===== src/hdl/pph_pkg.sv =====
// shared constants and types for the parallel host port
package pph_pkg;
    localparam int ADDR_W = 8;
    localparam int DATA_W = 8;
    // interface type select codes
    typedef enum logic [1:0] {
        MODE_LATCH = 2'b00,
        MODE_ADS = 2'b01,
        MODE_SYNC_A = 2'b10,
        MODE_SYNC_B = 2'b11
    } pph_mode_t;
    typedef enum logic [1:0] {
        ST_IDLE = 2'b00,
        ST_ACCESS = 2'b01,
        ST_ACK = 2'b10
    } pph_state_t;
    localparam logic [ADDR_W-1:0] STATUS_ADDR = 8'hff;
    localparam logic [ADDR_W-1:0] ADDR_RESET = 8'h00;
    localparam logic [DATA_W-1:0] DATA_RESET = 8'h00;
    localparam logic [DATA_W-1:0] REG_RESET = 8'h00;
    // pin vector: cs_n, strobe, read_or_data_strobe_n, wr_n or dir, serial sel, mode, addr, data
    localparam int PIN_W = 5 + 2 + ADDR_W + DATA_W;
    // idle pins: cs_n high, latch strobe low, rd/wr high, serial low; no false edge
    localparam logic [PIN_W-1:0] PIN_RESET = {5'h16, 2'h0, 8'h00, 8'h00};
    localparam int CLK_PERIOD_NS = 10;
    localparam int ACK_MAX_NS = 90;
    localparam int ACK_MAX_CYC = ACK_MAX_NS / CLK_PERIOD_NS;
endpackage : pph_pkg


===== src/hdl/pph_reg_if.sv =====
// register file access channel between port logic and storage
`timescale 1ns/1ps
`default_nettype none
interface pph_reg_if;
    import pph_pkg::*;
    logic [ADDR_W-1:0] addr;
    logic wrEn;
    logic [DATA_W-1:0] wrData;
    logic [DATA_W-1:0] rdData;
    modport initiator (output addr, output wrEn, output wrData, input rdData);
    modport target (input addr, input wrEn, input wrData, output rdData);
endinterface : pph_reg_if
`default_nettype wire


===== src/hdl/pph_host_port.sv =====
// parallel host port: strobe decode, address latch, acknowledge
// Function
// - two-bit type select picks latch/strobe, address/data strobe or synchronous styles.
// - eight-bit address decoded directly, no paging, selects one register.
// - one eight-bit data bus, host drives on writes, device on reads.
// - chip select high means read, write and data strobes ignored and registers untouched; the address strobe still latches.
// - latch mode captures address on falling edge of the latch strobe.
// - latch mode starts a read when read strobe falls with chip select low.
// - latch mode starts a write when write strobe falls with chip select low and read strobe does not fall in the same cycle.
// - acknowledge goes low once the access has completed.
// - strobe mode captures address on falling edge of the address strobe.
// - direction high means read, low means write for the data strobe.
// - strobe mode begins access when data strobe falls with chip select low.
// - registers other than the read-only status byte are writable and keep their value for readback.
// - host may poll status or use the interrupt request output.
// - latch strobe tied high makes the address bus transparent.
// - serial select high disables the parallel port.
`timescale 1ns/1ps
`default_nettype none
module pph_host_port import pph_pkg::*; (
    input wire logic clock,
    input wire logic rst_n,
    input wire logic [1:0] interfaceTypeSelect,
    input wire logic serialParallelSelect,
    input wire logic chipSelect_n,
    input wire logic [ADDR_W-1:0] address,
    input wire logic addressCaptureStrobe,
    input wire logic readOrDataStrobe_n,
    input wire logic writeStrobeOrDirection,
    input wire logic [DATA_W-1:0] dataIn,
    output logic [DATA_W-1:0] dataOut,
    output logic dataOe,
    output logic transferAck_n,
    input wire logic [DATA_W-1:0] statusIn,
    input wire logic irqRequest,
    output logic hostIrq_n
);
    pph_reg_if regBus ();

    pph_reg_file #(.DEPTH(256)) regFile (
        .clock(clock),
        .rst_n(rst_n),
        .bus(regBus)
    );

    // two-stage synchroniser on every pin; meta is read only by sync
    logic [PIN_W-1:0] meta, sync, next_meta, next_sync;
    logic prevAle, prevRd, prevWr, next_prevAle, next_prevRd, next_prevWr;

    always_comb begin
        next_meta = {chipSelect_n, addressCaptureStrobe, readOrDataStrobe_n,
                     writeStrobeOrDirection, serialParallelSelect,
                     interfaceTypeSelect, address, dataIn};
        next_sync = meta;
        next_prevAle = sync[PIN_W-2];
        next_prevRd = sync[PIN_W-3];
        next_prevWr = sync[PIN_W-4];
    end

    always_ff @(posedge clock) begin
        if (!rst_n) begin
            meta <= PIN_RESET;
            sync <= PIN_RESET;
            prevAle <= 1'b0;
            prevRd <= 1'b1;
            prevWr <= 1'b1;
        end else begin
            meta <= next_meta;
            sync <= next_sync;
            prevAle <= next_prevAle;
            prevRd <= next_prevRd;
            prevWr <= next_prevWr;
        end
    end

    logic syncCs_n, syncAle, syncRd_n, syncWr, syncSer;
    logic [ADDR_W-1:0] syncAddr;
    logic [DATA_W-1:0] syncData;
    pph_mode_t mode;
    assign syncCs_n = sync[PIN_W-1];
    assign syncAle = sync[PIN_W-2];
    assign syncRd_n = sync[PIN_W-3];
    assign syncWr = sync[PIN_W-4];
    assign syncSer = sync[PIN_W-5];
    assign mode = pph_mode_t'(sync[PIN_W-6 -: 2]);
    assign syncAddr = sync[DATA_W +: ADDR_W];
    assign syncData = sync[DATA_W-1:0];

    logic portOn, csActive, latchMode, aleFall, rdFall, wrFall;
    logic startRead, startWrite, strobeIdle;
    logic [ADDR_W-1:0] effAddr;

    // synchronous styles reuse the address/data strobe handshake
    always_comb begin
        portOn = !syncSer;
        csActive = !syncCs_n && portOn;
        latchMode = (mode == MODE_LATCH);
        aleFall = prevAle && !syncAle;
        rdFall = prevRd && !syncRd_n;
        wrFall = prevWr && !syncWr;
        if (latchMode) begin
            startRead = rdFall;
            startWrite = wrFall && !rdFall;
            strobeIdle = syncRd_n && syncWr;
        end else begin
            startRead = rdFall && syncWr;
            startWrite = rdFall && !syncWr;
            strobeIdle = syncRd_n;
        end
    end

    pph_state_t state, next_state;
    logic isRead, next_isRead, ackN, next_ackN, irqN, next_irqN;
    logic [ADDR_W-1:0] latchedAddr, next_latchedAddr, accessAddr, next_accessAddr;
    logic [DATA_W-1:0] wrData, next_wrData, rdHold, next_rdHold;
    logic accessGo;

    always_comb begin
        next_state = state;
        next_isRead = isRead;
        next_ackN = ackN;
        next_accessAddr = accessAddr;
        next_wrData = wrData;
        next_rdHold = rdHold;
        next_irqN = !irqRequest;
        // latch on falling strobe; held high in latch mode means follow the bus
        next_latchedAddr = aleFall ? syncAddr : latchedAddr;
        effAddr = (latchMode && syncAle) ? syncAddr : latchedAddr;
        accessGo = csActive && (startRead || startWrite);
        regBus.addr = accessAddr;
        regBus.wrData = wrData;
        regBus.wrEn = 1'b0;
        unique case (state)
            ST_IDLE: begin
                if (accessGo) begin
                    next_state = ST_ACCESS;
                    next_isRead = startRead;
                    next_accessAddr = effAddr;
                    next_wrData = syncData;
                end
            end
            ST_ACCESS: begin
                if (!csActive) begin
                    next_state = ST_IDLE;
                end else begin
                    // status byte is read-only; writes to it are dropped
                    regBus.wrEn = !isRead && (accessAddr != STATUS_ADDR);
                    if (isRead) begin
                        next_rdHold = (accessAddr == STATUS_ADDR) ? statusIn
                                                                   : regBus.rdData;
                    end
                    next_state = ST_ACK;
                    next_ackN = 1'b0;
                end
            end
            ST_ACK: begin
                if (strobeIdle || !csActive) begin
                    next_state = ST_IDLE;
                    next_ackN = 1'b1;
                end
            end
            default: begin
                next_state = ST_IDLE;
                next_ackN = 1'b1;
            end
        endcase
    end

    always_ff @(posedge clock) begin
        if (!rst_n) begin
            state <= ST_IDLE;
            isRead <= 1'b0;
            ackN <= 1'b1;
            irqN <= 1'b1;
            latchedAddr <= ADDR_RESET;
            accessAddr <= ADDR_RESET;
            wrData <= DATA_RESET;
            rdHold <= DATA_RESET;
        end else begin
            state <= next_state;
            isRead <= next_isRead;
            ackN <= next_ackN;
            irqN <= next_irqN;
            latchedAddr <= next_latchedAddr;
            accessAddr <= next_accessAddr;
            wrData <= next_wrData;
            rdHold <= next_rdHold;
        end
    end

    assign dataOut = rdHold;
    // drive only while a read is acknowledged and still selected
    assign dataOe = (state == ST_ACK) && isRead && !syncCs_n;
    assign transferAck_n = ackN;
    assign hostIrq_n = irqN;

    localparam int ACK_LO = 1;
    localparam int ACK_HI = 9;
endmodule : pph_host_port
`default_nettype wire


===== src/hdl/pph_reg_file.sv =====
// on-chip read/write configuration registers
`timescale 1ns/1ps
`default_nettype none
module pph_reg_file import pph_pkg::*; #(
    parameter int DEPTH = 256
) (
    input wire logic clock,
    input wire logic rst_n,
    pph_reg_if.target bus
);
    logic [DATA_W-1:0] mem [DEPTH];

    // values stay until rewritten, so the host can read back its setup
    always_ff @(posedge clock) begin
        if (!rst_n) begin
            for (int i = 0; i < DEPTH; i++) begin
                mem[i] <= REG_RESET;
            end
        end else if (bus.wrEn) begin
            mem[bus.addr] <= bus.wrData;
        end
    end

    assign bus.rdData = mem[bus.addr];
endmodule : pph_reg_file
`default_nettype wire


===== config.mk =====
export PLATFORM = sky130hd
export DESIGN_NAME = pph_host_port
export DESIGN_NICKNAME = d
export VERILOG_FILES = /design/src/hdl/pph_pkg.sv /design/src/hdl/pph_reg_if.sv /design/src/hdl/pph_host_port.sv /design/src/hdl/pph_reg_file.sv
export SDC_FILE = /design/constraint.sdc
export NUM_CORES = 2
export LEC_CHECK = 0
export ABC_AREA = 1
export BUFFER_PORTS_ARGS = -buffer_cell sky130_fd_sc_hd__clkbuf_2
export CORE_MARGIN = 1
export CORE_UTILIZATION = 58
export CTS_CLUSTER_SIZE = 28
export DETAILED_ROUTE_END_ITERATION = 12
export PLACE_DENSITY = 0.77
export SETUP_SLACK_MARGIN = 0.1
export SLEW_MARGIN = 5
export SYNTH_ARGS = -nofsm -noshare
export SYNTH_HDL_FRONTEND = slang
export SYNTH_SLANG_ARGS = --single-unit

===== constraint.sdc =====
create_clock -name clock -period 2.25 [get_ports clock]
set_input_delay 0.1125 -clock clock [delete_from_list [all_inputs] [get_ports clock]]
set_output_delay 0.1125 -clock clock [all_outputs]
set_load 0.02 [all_outputs]

==> results.tsv <==
metric	value	unit
status	complete, but fails checks	
failing checks	setup timing	
Synth warnings	0	
Critical Path RT	3.00	ns
Leak	43.88	nW
# IOs	45	
Post-DRT Antenna Nets	0	
grt ovf	0	
sequential area share after synthesis	65.97	%
crit path buf inv count	5	
Mapped Cells	9848	
Clock Latency Late Sink	0.90	ns
number of global-route vias before repair	77340	
ys async rst share	0	%
clock slew at reported path FFs	0.07	ns
CP max stage cell	dfxtp_4	
syn avg cell area	9.756	um2
WL final	312500	um
dpl ws	-0.4312	ns
Layout Nets	10490	
Yosys top cell area share	64.01	%
dpl hpwl	185700	um
H-tree depth	4	
Data arrival, critical path	3.33	ns
Worst Tran Pin Value	1.498	ns
Critical Path Start Type	flop	
Cell Area, Placed	106500	um2
CP top delay family	simple AND/OR/NAND/NOR gates	
Max-slew headroom	0.1114	%
cts bufs inserted	211	
area grow syn2layout	23.46	%
dominant cells by area after synthesis	edfxtp_1 (64%), nand3_1 (11%), nand2_1 (10%)	
Fin Clk Skew	0.06978	ns
Pre-Repair DR Iteration Count	8	
Post-synth EDFFs	2048	
Total GRT Usage	36.36	%
Fin Setup TNS	-176.29	ns
CP endpoint kind	flop	
commonest cells in the netlist	nand2_1 (2,565), nor2_1 (2,070), edfxtp_1 (2,048)	
Synth cell types	34	
critical path class	reg2reg	
crit path cell chain	buf_12 > buf_12 > clkinv_16 > buf_4 > buf_4 > nand2_1 > nand3_1 > nand3_1 > nand3_1 > nand3_1 > nand3_2 > nand3_1 > nand2_1 > nand2_2 > nand3_2 > nand2_1 > a21oi_1	
Hold Crit Class	in2reg	
GP Congestion	0.9392	
Starting Density	58.36	%
CTS Sinks	2142	
CTS tree	built	
slowest stage delay, CP	0.38	ns
final hold viol count	0	
total core area	164600	um2
cell accounting for the most synthesized area	edfxtp_1	
Worst Hold Launch	rst_n	
antenna violations before repair	6	
largest net degree at the start of global routing	123	
Critical Path Fanout Max	15	
mean number of vias per cell	6.230	
die footprint	167300	um2
most frequent CP cell	nand3_1	
DR vias	79920	
Iter 0 DRT Violations	12730	
Setup WS post-layout	-0.3291	ns
first-pass GRT wire length	457600	um
Peak VDD IR	862.9	uV
share of layout cells above drive strength 1	17.02	%
Cell Rows	149	
Placed Cells	12260	
Final Power	85.81	mW
dominant synthesized flop cell	edfxtp_1	
routed len/inst	24.36	um
most frequent cell after synthesis	nand2_1	
# setup viols final	2296	
RSZ-0062 raised after global routing	true	
Seq cells post-synth	2142	
PD cells	723.4	nW/um2
die span in y	409.0	um
Slew Limit Fails	0	
Port-buffer cells	44	
fin crit period	2.579	ns
area of the mapped netlist	96080	um2
fmax	387.7	MHz
Root Buffer	clkbuf_16	
die width	409.0	um
period utilization	114.6	%
fill cell count	10610	
Max clock buf depth	3	
Non-Filler Instances	12830	
Finished Cell Area	118600	um2
Max-Cap Viols	0	
drt drc	0	
-- flip-flops by register name (all words and copies together), names as in the netlist, named ones only --
signal         cells
regFile.mem     2048
meta              23
sync              23
accessAddr         8
dataOut            8
latchedAddr        8
regBus.wrData      8
state              2
hostIrq_n          1
isRead             1
prevAle            1
prevRd             1
prevWr             1
transferAck_n      1
-- path summary, 6_finish.rpt --
path / slack [ns] / cells after the start / to
hold / removal: 0.32 / 5 / prevAle$_SDFF_PN0_
setup reg to reg: -0.33 / 17 / dataOut[5]$_SDFFE_PN0P_
hold reg to reg: 0.42 / 2 / sync[4]$_SDFF_PN0_
setup / recovery: -0.33 / 17 / dataOut[5]$_SDFFE_PN0P_
-- repair_timing --
action | in CTS | in global routing
hold buffers | 81 | 0
cloned | 20 | 14
hold endpoints to repair | 170 | 0
pin swaps | 28 | 28
buffers inserted | 34 | 27
endpoints found under the setup margin | 2708 | 4094
resized for setup | 332 | 285
-- worst register-to-register path: cells and delay by family (launching register included) --
family                 cells  cell delay [ns]
AO/OA/AOI/OAI              1             0.06
buffers and inverters      5             0.80
flip-flops                 1             0.38
AND/OR/NAND/NOR           11             1.22
-- area by class of cell --
class                      instances  area [um2]  area share [%]
clock buffer                     265        5654           4.767
timing repair buffer            1134       14040           11.83
antenna                            3       7.507        0.006329
multi-input combinational       6873       31040           26.17
tap                             2189        2739           2.309
timing repair inverter             3       80.08         0.06751
sequential                      2142       63400           53.45
clock inverter                   127        1205           1.016
inverter                          92       451.7          0.3808
-- kinds of logic (layout without fill, tap and decap cells) --
group                  Yosys count  after routing  share of synthesized area, %
other                            1             11                      0.003903
buffers and inverters          840           1621                         3.984
AO/OA/AOI/OAI                   69             69                        0.4167
AND/OR/NAND/NOR               6796           6796                         29.63
flip-flops                    2142           2142                         65.97
-- placed cells by master, fill, tap and decap left out, types with 10 or more instances in the layout --
| master | instances |
|---|---|
| nor2_4 | 16 |
| nand2_1 | 2404 |
| clkbuf_16 | 229 |
| clkinv_1 | 43 |
| nand3_4 | 20 |
| buf_4 | 576 |
| inv_8 | 10 |
| inv_1 | 74 |
| clkbuf_1 | 38 |
| nand3_1 | 1908 |
| buf_16 | 41 |
| edfxtp_1 | 2048 |
| dfxtp_1 | 87 |
| nand3_2 | 102 |
| nand2_4 | 98 |
| nand2_2 | 131 |
| a21oi_1 | 24 |
| buf_6 | 46 |
| nor2_1 | 2063 |
| o21ai_0 | 25 |
| dlygate4sd3_1 | 81 |
| clkbuf_2 | 44 |
| clkinv_16 | 10 |
| clkinv_2 | 46 |
| bufinv_16 | 14 |
| nand2_8 | 34 |
| buf_12 | 317 |
| a211oi_1 | 13 |
| buf_8 | 10 |
-- power breakdown --
group,internal [mW],leakage (nW),total (mW),switching (mW)
logic,1.91,18.6,5.21,3.30
registers,44.8,21.9,45.3,0.476
clock network,19.5,3.36,35.3,15.8
-- per-layer routing --
layer	up-vias	global-route usage, %	wire (um)
met5	-	0	58
met4	8	21.97	20890
met3	1256	9.098	43660
met2	6250	57.02	143900
met1	37840	45.65	104000
li1	34570	-	-
-- through the flow --
step | utilization [%] | hold slack (ns)
finish | 72.06 | 0.3161
global route | 72.06 | 0.3207
CTS | 70.87 | 0.2640
detailed placement | 64.69 | 0.2781
global placement | 64.69 | 0.2717
floorplan | - | 0.1825
Power figures use the tool's default switching activity.
